File: src/nvm_params.svh
`ifndef NVM_PARAMS_SVH
`define NVM_PARAMS_SVH

// clock and timing
`define NVM_CLK_MHZ 20
`define NVM_ACCESS_NS 100
`define NVM_PRECHARGE_NS 100
`define NVM_SEL_LOW_MAX_US 10

// register word indexes on the avalon slave
`define NVM_REG_CTRL 3'h0
`define NVM_REG_ADDR 3'h1
`define NVM_REG_WDATA 3'h2
`define NVM_REG_RDATA 3'h3
`define NVM_REG_STATUS 3'h4
`define NVM_REG_PROT 3'h5

// control fields
`define NVM_CTRL_START 0
`define NVM_CTRL_OP_LSB 1
`define NVM_CTRL_OP_MSB 2
`define NVM_CTRL_LANE_LO 4
`define NVM_CTRL_LANE_HI 5

// status fields
`define NVM_STAT_BUSY 0
`define NVM_STAT_DONE 1
`define NVM_STAT_STEP_LSB 8
`define NVM_STAT_STEP_MSB 11

// protect sequence addresses and step numbers
`define NVM_ADDR_ZERO 17'h00000
`define NVM_SEQ_A1 17'h12555
`define NVM_SEQ_A2 17'h1daaa
`define NVM_SEQ_A3 17'h01333
`define NVM_SEQ_A4 17'h0eccc
`define NVM_SEQ_A5 17'h000ff
`define NVM_SEQ_A6 17'h1ff00
`define NVM_SEQ_W3 17'h0ff00
`define NVM_SEQ_FIRST_WR 4'h7
`define NVM_SEQ_LAST_WR 4'h9
`define NVM_SEQ_LAST 4'ha

`endif

File: src/nvm_pkg.sv
package nvm_pkg;

  typedef enum logic [1:0] {
    NVM_OP_READ = 2'h0,
    NVM_OP_WRITE = 2'h1,
    NVM_OP_PROTECT = 2'h2
  } nvm_op_e;

  // pins driven toward the memory, all strobes active low
  typedef struct packed {
    logic [16:0] addr;
    logic sel_n;
    logic we_n;
    logic oe_n;
    logic ub_n;
    logic lb_n;
  } nvm_pins_s;

  // one bus access handed to the cycle engine
  typedef struct packed {
    logic write;
    logic [16:0] addr;
    logic [15:0] data;
    logic ub_n;
    logic lb_n;
  } nvm_req_s;

endpackage

File: src/nvm_cycle.sv
`timescale 1ns/10ps
`include "nvm_params.svh"

module nvm_cycle #(
  parameter int ACCESS_CYCLES = (`NVM_ACCESS_NS * `NVM_CLK_MHZ + 999) / 1000,
  parameter int PRECHARGE_CYCLES = (`NVM_PRECHARGE_NS * `NVM_CLK_MHZ + 999) / 1000
)
(
  input wire logic i_clk,
  input wire logic i_rstn,
  input wire logic i_start,
  input wire nvm_pkg::nvm_req_s i_req,
  output logic o_done,
  output logic [15:0] o_rdata,
  output nvm_pkg::nvm_pins_s o_mem,
  input wire logic [15:0] i_dq,
  output logic [15:0] o_dq,
  output logic o_dq_oe
);

  typedef enum logic [2:0] {
    CY_IDLE = 3'b000,
    CY_SETUP = 3'b001,
    CY_ACTIVE = 3'b011,
    CY_RELEASE = 3'b010,
    CY_PRECHARGE = 3'b110
  } nvm_cyc_state_e;

  nvm_cyc_state_e state;
  logic [7:0] cnt;
  logic wr;
  wire cnt_zero = (cnt == 8'h00);

  always_ff @(posedge i_clk or negedge i_rstn)
  begin
    if (!i_rstn)
    begin
      state <= CY_IDLE;
      cnt <= 8'h00;
      wr <= 1'b0;
      o_done <= 1'b0;
      o_rdata <= 16'h0000;
      o_mem <= '{addr: 17'h00000, sel_n: 1'b1, we_n: 1'b1, oe_n: 1'b1, ub_n: 1'b1, lb_n: 1'b1};
      o_dq <= 16'h0000;
      o_dq_oe <= 1'b0;
    end
    else
    begin
      o_done <= 1'b0;
      case (state)
        CY_IDLE:
        begin
          if (i_start)
          begin
            // address, lanes, strobe and data settle before select falls
            o_mem.addr <= i_req.addr;
            o_mem.ub_n <= i_req.ub_n;
            o_mem.lb_n <= i_req.lb_n;
            o_mem.we_n <= ~i_req.write;
            o_dq <= i_req.data;
            o_dq_oe <= i_req.write;
            wr <= i_req.write;
            state <= CY_SETUP;
          end
        end
        CY_SETUP:
        begin
          // select-controlled cycles only: one write pulse per access
          o_mem.sel_n <= 1'b0;
          o_mem.oe_n <= wr;
          cnt <= 8'(ACCESS_CYCLES - 1);
          state <= CY_ACTIVE;
        end
        CY_ACTIVE:
        begin
          if (cnt_zero)
          begin
            // select rise ends the write; data still held at this edge
            if (!wr)
            begin
              o_rdata <= i_dq;
            end
            o_mem.sel_n <= 1'b1;
            o_mem.oe_n <= 1'b1;
            state <= CY_RELEASE;
          end
          else
          begin
            cnt <= cnt - 8'h01;
          end
        end
        CY_RELEASE:
        begin
          o_mem.we_n <= 1'b1;
          o_dq_oe <= 1'b0;
          cnt <= 8'(PRECHARGE_CYCLES - 1);
          state <= CY_PRECHARGE;
        end
        CY_PRECHARGE:
        begin
          // select stays high the whole time
          if (cnt_zero)
          begin
            o_done <= 1'b1;
            state <= CY_IDLE;
          end
          else
          begin
            cnt <= cnt - 8'h01;
          end
        end
        default:
        begin
          state <= CY_IDLE;
        end
      endcase
    end
  end

endmodule

File: src/nvm_host.sv
// Functional notes
// - new page needs select falling or change of address bits 16 to 2.
// - host meets access time and holds write data stable before terminating edge.
// - host pulses write strobe separately for every individual write.
// - host keeps select high at least precharge time before next access.
// - protect change: six fixed reads, three fixed writes, then read at zero.
// - with select low at sequence start, host first accesses address zero.
// - host never holds select low longer than 10 microseconds.
`timescale 1ns/10ps
`include "nvm_params.svh"

module nvm_host #(
  parameter int ACCESS_CYCLES = (`NVM_ACCESS_NS * `NVM_CLK_MHZ + 999) / 1000,
  parameter int PRECHARGE_CYCLES = (`NVM_PRECHARGE_NS * `NVM_CLK_MHZ + 999) / 1000
)
(
  input wire logic i_clk,
  input wire logic i_rstn,
  input wire logic [2:0] i_avs_address,
  input wire logic i_avs_read,
  input wire logic i_avs_write,
  input wire logic [31:0] i_avs_writedata,
  input wire logic [3:0] i_avs_byteenable,
  output logic [31:0] o_avs_readdata,
  output logic o_avs_waitrequest,
  output nvm_pkg::nvm_pins_s o_mem,
  input wire logic [15:0] i_dq,
  output logic [15:0] o_dq,
  output logic o_dq_oe
);

  typedef enum logic [1:0] {
    M_IDLE = 2'b00,
    M_ISSUE = 2'b01,
    M_WAIT = 2'b11
  } nvm_main_state_e;

  nvm_main_state_e state;
  logic [3:0] step;
  logic [1:0] op;
  logic lane_lo;
  logic lane_hi;
  logic [16:0] addr_reg;
  logic [15:0] wdata_reg;
  logic [7:0] prot_reg;
  logic done_flag;
  logic rd_ack;
  logic cyc_done;
  logic [15:0] cyc_rdata;
  logic [31:0] rd_value;
  logic [16:0] seq_addr;
  nvm_pkg::nvm_req_s req;

  function automatic logic [31:0] be_merge(input logic [31:0] old_v, input logic [31:0] new_v,
                                           input logic [3:0] be);
    logic [31:0] res;
    res = old_v;
    for (int i = 0; i < 4; i++)
    begin
      if (be[i])
      begin
        res[i*8 +: 8] = new_v[i*8 +: 8];
      end
    end
    return res;
  endfunction

  // bus decode
  wire busy = (state != M_IDLE);
  wire sel_ctrl = (i_avs_address == `NVM_REG_CTRL);
  wire sel_addr = (i_avs_address == `NVM_REG_ADDR);
  wire sel_wdata = (i_avs_address == `NVM_REG_WDATA);
  wire sel_prot = (i_avs_address == `NVM_REG_PROT);
  // reads wait one cycle for registered data; commands stall while busy
  assign o_avs_waitrequest = (i_avs_read & ~rd_ack) | (i_avs_write & sel_ctrl & busy);
  wire wr_take = i_avs_write & ~o_avs_waitrequest;
  wire start_cmd = wr_take & sel_ctrl & i_avs_byteenable[0] & i_avs_writedata[`NVM_CTRL_START];
  wire is_prot = (op == nvm_pkg::NVM_OP_PROTECT);
  wire last_access = ~is_prot | (step == `NVM_SEQ_LAST);
  wire cyc_start = (state == M_ISSUE);

  // protect sequence table; step 0 is a lead-in access at zero
  always_comb
  begin
    case (step)
      4'h1: seq_addr = `NVM_SEQ_A1;
      4'h2: seq_addr = `NVM_SEQ_A2;
      4'h3: seq_addr = `NVM_SEQ_A3;
      4'h4: seq_addr = `NVM_SEQ_A4;
      4'h5: seq_addr = `NVM_SEQ_A5;
      4'h6: seq_addr = `NVM_SEQ_A6;
      4'h7: seq_addr = `NVM_SEQ_A2;
      4'h8: seq_addr = `NVM_SEQ_A4;
      4'h9: seq_addr = `NVM_SEQ_W3;
      default: seq_addr = `NVM_ADDR_ZERO;
    endcase
  end

  wire seq_write = (step >= `NVM_SEQ_FIRST_WR) & (step <= `NVM_SEQ_LAST_WR);
  // protection byte then its complement on the low lane
  wire [7:0] seq_byte = (step == `NVM_SEQ_FIRST_WR) ? prot_reg :
                        (step == (`NVM_SEQ_FIRST_WR + 4'h1)) ? ~prot_reg : 8'h00;
  wire plain_write = (op == nvm_pkg::NVM_OP_WRITE);

  assign req.write = is_prot ? seq_write : plain_write;
  assign req.addr = is_prot ? seq_addr : addr_reg;
  assign req.data = is_prot ? {8'h00, seq_byte} : wdata_reg;
  // single accesses use the lanes software picked
  assign req.ub_n = is_prot ? 1'b0 : ~lane_hi;
  assign req.lb_n = is_prot ? 1'b0 : ~lane_lo;

  always_comb
  begin
    rd_value = 32'h00000000;
    case (i_avs_address)
      `NVM_REG_CTRL:
      begin
        rd_value[`NVM_CTRL_OP_MSB:`NVM_CTRL_OP_LSB] = op;
        rd_value[`NVM_CTRL_LANE_LO] = lane_lo;
        rd_value[`NVM_CTRL_LANE_HI] = lane_hi;
      end
      `NVM_REG_ADDR: rd_value[16:0] = addr_reg;
      `NVM_REG_WDATA: rd_value[15:0] = wdata_reg;
      `NVM_REG_RDATA: rd_value[15:0] = cyc_rdata;
      `NVM_REG_STATUS:
      begin
        rd_value[`NVM_STAT_BUSY] = busy;
        rd_value[`NVM_STAT_DONE] = done_flag;
        rd_value[`NVM_STAT_STEP_MSB:`NVM_STAT_STEP_LSB] = step;
      end
      `NVM_REG_PROT: rd_value[7:0] = prot_reg;
      default: rd_value = 32'h00000000;
    endcase
  end

  always_ff @(posedge i_clk or negedge i_rstn)
  begin
    if (!i_rstn)
    begin
      rd_ack <= 1'b0;
      o_avs_readdata <= 32'h00000000;
    end
    else
    begin
      rd_ack <= i_avs_read & ~rd_ack;
      if (i_avs_read & ~rd_ack)
      begin
        o_avs_readdata <= rd_value;
      end
    end
  end

  always_ff @(posedge i_clk or negedge i_rstn)
  begin
    if (!i_rstn)
    begin
      op <= nvm_pkg::NVM_OP_READ;
      lane_lo <= 1'b1;
      lane_hi <= 1'b1;
      addr_reg <= 17'h00000;
      wdata_reg <= 16'h0000;
      prot_reg <= 8'h00;
    end
    else if (wr_take)
    begin
      if (sel_ctrl & i_avs_byteenable[0])
      begin
        op <= i_avs_writedata[`NVM_CTRL_OP_MSB:`NVM_CTRL_OP_LSB];
        lane_lo <= i_avs_writedata[`NVM_CTRL_LANE_LO];
        lane_hi <= i_avs_writedata[`NVM_CTRL_LANE_HI];
      end
      if (sel_addr)
      begin
        addr_reg <= 17'(be_merge({15'h0000, addr_reg}, i_avs_writedata, i_avs_byteenable));
      end
      if (sel_wdata)
      begin
        wdata_reg <= 16'(be_merge({16'h0000, wdata_reg}, i_avs_writedata, i_avs_byteenable));
      end
      if (sel_prot & i_avs_byteenable[0])
      begin
        prot_reg <= i_avs_writedata[7:0];
      end
    end
  end

  always_ff @(posedge i_clk or negedge i_rstn)
  begin
    if (!i_rstn)
    begin
      state <= M_IDLE;
      step <= 4'h0;
      done_flag <= 1'b0;
    end
    else
    begin
      // completion beats a clear in the same cycle
      if (state == M_WAIT && cyc_done && last_access)
      begin
        done_flag <= 1'b1;
      end
      else if (start_cmd)
      begin
        done_flag <= 1'b0;
      end
      case (state)
        M_IDLE:
        begin
          if (start_cmd)
          begin
            step <= 4'h0;
            state <= M_ISSUE;
          end
        end
        M_ISSUE:
        begin
          state <= M_WAIT;
        end
        M_WAIT:
        begin
          if (cyc_done)
          begin
            if (last_access)
            begin
              state <= M_IDLE;
            end
            else
            begin
              // no other access may slip between sequence steps
              step <= step + 4'h1;
              state <= M_ISSUE;
            end
          end
        end
        default:
        begin
          state <= M_IDLE;
        end
      endcase
    end
  end

  nvm_cycle #(
    .ACCESS_CYCLES(ACCESS_CYCLES),
    .PRECHARGE_CYCLES(PRECHARGE_CYCLES)
  ) u_cycle (
    .i_clk(i_clk),
    .i_rstn(i_rstn),
    .i_start(cyc_start),
    .i_req(req),
    .o_done(cyc_done),
    .o_rdata(cyc_rdata),
    .o_mem(o_mem),
    .i_dq(i_dq),
    .o_dq(o_dq),
    .o_dq_oe(o_dq_oe)
  );

endmodule

File: config.mk
export PLATFORM = sky130hd
export DESIGN_NAME = nvm_host
export DESIGN_NICKNAME = d
export VERILOG_FILES = /design/src/nvm_pkg.sv /design/src/nvm_cycle.sv /design/src/nvm_host.sv
export VERILOG_INCLUDE_DIRS = /design/src
export SDC_FILE = /design/constraint.sdc
export NUM_CORES = 1
export LEC_CHECK = 0
export ABC_CLOCK_PERIOD_IN_PS = 4800
export BUFFER_PORTS_ARGS = -buffer_cell sky130_fd_sc_hd__clkbuf_2
export CAP_MARGIN = 10
export CORE_MARGIN = 10
export CORE_UTILIZATION = 25
export DETAILED_ROUTE_END_ITERATION = 10
export PLACE_DENSITY_LB_ADDON = 0.08
export RECOVER_POWER = 50
export SLEW_MARGIN = 25
export SYNTH_ARGS = -nofsm -noshare
export SYNTH_HDL_FRONTEND = slang
export SYNTH_HIERARCHICAL = 1
export SYNTH_SLANG_ARGS = --single-unit
File: constraint.sdc
create_clock -name i_clk -period 4.8 [get_ports i_clk]
set_input_delay 0.72 -clock i_clk [delete_from_list [all_inputs] [get_ports i_clk]]
set_output_delay 0.72 -clock i_clk [all_outputs]
set_load 0.005 [all_outputs]
## Word level (Yosys, flattened, before mapping)

Memories as Yosys holds them, arrays and structs flattened.
Cells that the tools add are included.

- Add/sub/neg operators: 2
- Equality and inequality tests: 23
- Magnitude comparators: 2
- Reduce and logical (&&, ||, !) cells: 29
- Bitwise gates (word level): 20
- Muxes and demuxes: 41

Operators by type and width:

| cell | count |
|---|---|
| two-way mux 8 bit | 3 |
| AND reduction 3 bit | 7 |
| two-way mux 17 bit | 1 |
| two-way mux 16 bit | 1 |
| case mux 4 bit (4 select lines) | 1 |
| case mux 8 bit (2 select lines) | 1 |
| case mux 3 bit (5 select lines) | 1 |
| AND reduction 2 bit | 7 |
| equality test 3 x 2 -> 1 bit, second input constant | 4 |
| two-way mux 1 bit | 12 |
| two-way mux 4 bit | 3 |
| case mux 4 bit (3 select lines) | 1 |
| nonzero test 2 bit | 6 |
| bitwise AND 1 bit | 10 |
| case mux 1 bit (5 select lines) | 2 |
| case mux 2 bit (5 select lines) | 1 |
| equality test 3 bit, second input constant | 3 |
| two-way mux 3 bit | 3 |
| equality test 4 bit, second input constant | 2 |
| logical NOT 8 bit | 1 |
| != test 2 bit, second input constant | 4 |
| inverter 8 bit | 1 |
| case mux 1 bit (2 select lines) | 4 |
| case mux 2 bit (4 select lines) | 1 |
| 21 further kinds | 37 |

- Output and inout port bits: 72
- Word-level logic and storage cells: 145
- Memories: 1
- ROM bits: 272
- Flip-flop bits (word level): 138

Memory list:

| name | depth | width | read ports | clocked after memory_dff | wr ports | RTL line | text |
|---|---|---|---|---|---|---|---|
| (name not given) | 16 | 17 | 1 | 0 | 0 | nvm_host.sv:85 | `case (step)` |

## Depth between registers and ports, before layout

- Word-level depth: 11
- Gate-level depth with buffers: 8
- Depth with buffers taken out: 7

## Hierarchy

The synthesis kept the hierarchy.

Modules (own cells, without submodules):

| module | area an instance (um^2) | cells an instance | sequential area each (um^2) | times used |
|---|---|---|---|---|
| nvm_host | 4,115.2 | 406 | 1,754.2 | 1 |
| nvm_cycle | 2,967.8 | 219 | 1,707.9 | 1 |

## Least setup slack after synthesis

OpenSTA, ideal clock, no wires.

- Path kind: input to register
- From: input i_avs_address[2]
- To: register step[0]
- Stages on the path: 5
- Data required time: 4.675 ns
- Arrival time: 2.043 ns
- Slack: 2.632 ns
- Path buffers: 1
- Setup time: 0.125 ns
- Cell sequence: buf_6 or3_4 nor4_4 a21oi_2 mux2_4

- Word-level cells in the longest chain between the ends: 11

Ends and longest elaborated chain:

| what | RTL line | text |
|---|---|---|
| start, declared | nvm_host.sv:19 | `input wire logic [2:0] i_avs_address,` |
| logical NOT 3 bit * | -- |  |
| bitwise AND 1 bit (2 in series) | nvm_host.sv:75 | `assign o_avs_waitrequest = (i_avs_read & ~rd_ack) \| (i_avs_write & sel_ctrl & busy);` |
| OR 1 bit | nvm_host.sv:75 |  |
| inverter 1 bit | nvm_host.sv:76 | `wire wr_take = i_avs_write & ~o_avs_waitrequest;` |
| bitwise AND 1 bit | nvm_host.sv:76 |  |
| bitwise AND 1 bit * (3 in series) | nvm_host.sv:77 | `` wire start_cmd = wr_take & sel_ctrl & i_avs_byteenable[0] & i_avs_writedata[`NVM_CTRL_START]; `` |
| != test 2 bit (no line) * | -- |  |
| AND reduction 4 bit (no line) * | -- |  |
| end signal, assigned | nvm_host.sv:230 | `step <= step + 4'h1;` |
| end, declared | nvm_host.sv:39 | `logic [3:0] step;` |

Every way passes the cells marked *; elsewhere a longest branch is shown, timed or not.
A chain may end at the register's enable or synchronous reset.

## Worst setup path in the final report

- From: input i_avs_read
- To: register step[0]

- Word-level cells in the longest chain between the ends: 9

Ends and longest elaborated chain:

| what | RTL line | text |
|---|---|---|
| start, declared | nvm_host.sv:20 | `input wire logic i_avs_read,` |
| bitwise AND 1 bit | nvm_host.sv:75 |  |
| OR 1 bit | nvm_host.sv:75 |  |
| inverter 1 bit | nvm_host.sv:76 |  |
| bitwise AND 1 bit | nvm_host.sv:76 |  |
| bitwise AND 1 bit (3 in series) | nvm_host.sv:77 |  |
| != test 2 bit (no line) | -- |  |
| AND reduction 4 bit (no line) | -- |  |

No other way between the ends.

==> key figures <==
Status
  – Outcome: complete, but fails checks
  – Failing checks: capacitance limit, slew limit

Floorplanning
  – Area of the die: 35460 µm²
  – Die Y: 188.3 µm
  – Initial Utilization: 25.43%
  – Die width: 188.3 µm
  – Rows: 61
  – Core area: 27860 µm²
  – I/O pins: 131

Clocking
  – Clock H-tree levels: 4
  – Num CTS Buffers: 17
  – Post_cts resized: 0
  – Clock-pin slew on the worst setup and hold paths: 0.06 ns
  – Clk buf depth: 2
  – CTS tree: built
  – Clock latency at the later pin of the worst-skew pair: 0.42 ns
  – # hold bufs at CTS: 0
  – Postcts setup bufs: 0
  – Clk root buf: clkbuf_16
  – CTS sink cnt: 138

Synth
  – Post-synthesis simple-gate area fraction: 11.39%
  – Distinct cell type count after synthesis: 69
  – Post-synthesis compound-gate area fraction: 12.12%
  – Flops & latches, synth: 138
  – Mapped Area: 7083 µm²
  – Syn avg cell area: 11.33 µm²
  – Most common flop cell mapped by yosys: dfrtp_1
  – Synth Area in Adders: 1.943%
  – Largest family of logic cells by synthesized area: multiplexers
  – EDFF count, synth: 0
  – Yosys warns: 6
  – Sequential share of the synthesized area: 48.88%
  – Syn Inst Count: 625
  – Xor/xnor cell area share of the yosys netlist: 0.2473%
  – Asr flop ratio synth: 100.0%
  – Multiplexer share of the synthesized area: 20.37%

Routing
  – Wirelength per Cell: 19.58 µm
  – Vias per cell: 4.614
  – Drt first pass iters: 4
  – Starting DRT DRC Count: 310
  – Antenna-violating nets left: 0
  – Vias: 5099
  – WL final: 21640 µm
  – DRC viols: 0

Layout
  – Nets@finish: 784
  – FF+latch area: 3462 µm²
  – Commonest cells after routing, fill and taps aside: dfrtp_1 (131), mux2_2 (95), clkbuf_2 (77)
  – # fillers: 2923
  – Area growth syn-to-layout: 18.48%
  – N_diodes: 0
  – Share of cells above drive strength 1: 34.11%
  – Max reg flops: 22
  – Multi-input gate area: 3326 µm²
  – Commonest non-fill, non-tap cell in the layout: dfrtp_1

STA
  – Hold Fails Final Rpt: 0
  – Tmin final: 3.421 ns
  – Period utilisation layout: 71.27%
  – Slew @ Worst Pin: 2.775 ns
  – Max Freq: 0.2923 GHz
  – Fin Setup TNS: 0 ns
  – Final setup vio count: 0
  – Relative slew slack: -84.99%
  – Max Slew Vio Count: 105
  – Fin Clk Skew: 0.01848 ns
  – RSZ-0062 raised after global routing: false

Pwr
  – Sw frac: 33.77%
  – Psw: 1.406 mW
  – Clock power frac: 30.0%
  – Design Power: 4.164 mW
  – Maximum vdd drop: 223.6 µV
  – Reg power frac: 43.3%
  – Combinational Power Share: 26.6%
  – Leak Pwr: 3.793 nW
  – Pwr dens: 496.2 nW/µm²
  – Internal Power: 2.758 mW

Setup path
  – Critical setup path kind: in2reg
  – Crit path from: i_avs_read
  – Worst Path Max Fanout: 26
  – CP endpoint kind: flop
  – Reg2reg start: rd_ack$_DFF_PN0_
  – R2R Setup Slk: 1.42 ns
  – CP startpoint kind: input pin
  – Worst reg2reg path depth: 6
  – RR Endpoint: step[0]$_DFFE_PN0P_
  – WP data arrival: 3.72 ns
  – Critical Path RT: 5.10 ns

Global route
  – Vias in the first global route: 5561
  – Layer with the highest usage: met2
  – Initial antenna violation count: 0
  – Grt ovf: 0
  – Grt met1 use: 16.30%
  – Largest net degree at the start of global routing: 105
  – Met3 Track Usage GR: 3.010%
  – Gr usage total: 12.33%
  – Met2 Resource Use GR: 19.91%
  – Global-route wire length before repair: 34150 µm

Min path
  – Worst Min Path Start: u_cycle/o_mem[3]$_DFFE_PN1P_
  – Min-Delay Path Class: reg2reg
  – Hold depth: 2
  – Hold EP: u_cycle/o_mem[3]$_DFFE_PN1P_

Place
  – Final Wtd Congestion: 0.7732
  – Port-buffer cells: 99
  – Detail Placement HPWL: 15600 µm

Flow run
  – Max Cap Violations: 1
==> power groups by stage <==
stage / Combinational (mW) / Clock, mW / Sequential [mW]
5_1_grt: 1.26 / 1.35 / 1.86
4_1_cts: 1.15 / 1.30 / 1.81
3_5_place_dp: 1.15 / 0 / 1.83
3_3_place_gp: 1.14 / 0 / 1.82
6_report: 1.11 / 1.25 / 1.80
2_1_floorplan: 0.822 / 0 / 1.69
==> per-stage QoR <==
| step | worst slack [ns] | utilization, % | hold WS (ns) | area, µm² | instances |
|---|---|---|---|---|---|
| detailed placement | 1.708 | 28.28 | 0.4634 | 7879 | 1073 |
| finish | 1.379 | 30.12 | 0.4711 | 8392 | 1105 |
| global placement | 1.742 | 28.28 | 0.4654 | 7879 | 1073 |
| global route | 0.9309 | 30.12 | 0.4975 | 8392 | 1105 |
| floorplan | 2.632 | - | 0.4244 | 7136 | 639 |
| CTS | 1.760 | 30.27 | 0.4758 | 8433 | 1105 |
==> kinds of logic after synthesis <==
family,after synthesis
DFF,138
and+or+nand+nor,153
xor gates and xnor gates,2
muxes,123
other,1
AOI/OAI and AO/OA,131
buffers and inverters,66
adders and majority gates,11
==> worst max-delay path, cell delays in order <==
cell and delay [ns]:
clkbuf_2 0.08, nand2b_1 0.06, clkbuf_1 0.91, inv_1 0.67, nor4_4 0.77, a21oi_2 0.21, mux2_4 0.29
==> synthesized netlist by cell type, types with 3 or more instances <==
cell type | count | share of area (%)
ha_1 | 11 | 1.9
dfstp_2 | 7 | 2.6
nand4_1 | 4 | 0.35
buf_4 | 16 | 1.7
nand2b_1 | 9 | 0.79
mux2_4 | 11 | 2.3
inv_1 | 14 | 0.74
a22oi_1 | 6 | 0.64
a21oi_1 | 28 | 2.0
nor2b_1 | 6 | 0.53
buf_1 | 3 | 0.16
dfrtp_1 | 131 | 46
and2_1 | 10 | 0.88
or3_1 | 3 | 0.26
nor2_1 | 37 | 2.0
buf_2 | 6 | 0.42
clkbuf_1 | 22 | 1.2
nand3b_1 | 3 | 0.32
o31ai_1 | 4 | 0.42
o221ai_1 | 4 | 0.49
buf_6 | 3 | 0.48
mux2_2 | 95 | 15
o21a_1 | 13 | 1.4
mux2i_1 | 14 | 2.0
a21o_1 | 5 | 0.53
mux4_2 | 3 | 0.95
a22o_1 | 8 | 0.99
nand2_1 | 42 | 2.2
nor3_1 | 11 | 0.78
o211ai_1 | 7 | 0.74
nand3_1 | 7 | 0.49
o21ai_0 | 36 | 2.5
==> layer usage <==
| metal | vias up | wire length [µm] |
|---|---|---|
| li1 | 2404 | - |
| met1 | 2613 | 10440 |
| met2 | 74 | 10390 |
| met3 | 8 | 643 |
| met4 | 0 | 159 |
| met5 | - | 0 |
==> how the worst max path moves through the flow <==
stage	end	cells past startpoint
floorplan	step[0]$_DFFE_PN0P_	5
global placement	addr_reg[15]$_DFFE_PN0P_	5
detailed placement	step[0]$_DFFE_PN0P_	5
CTS	o_avs_waitrequest	4
global route	o_avs_readdata[16]$_DFFE_PN0P_	2
finish	step[0]$_DFFE_PN0P_	7
==> cell type report <==
type / count / area share, %
repair buffers: 107 / 6.202
flip-flops and latches: 138 / 41.26
clock buffers: 20 / 5.561
well taps: 378 / 5.636
clock inverters: 12 / 1.044
inverters: 15 / 0.6709
multi-input cells: 435 / 39.63
(Power assumes the default switching activity.)
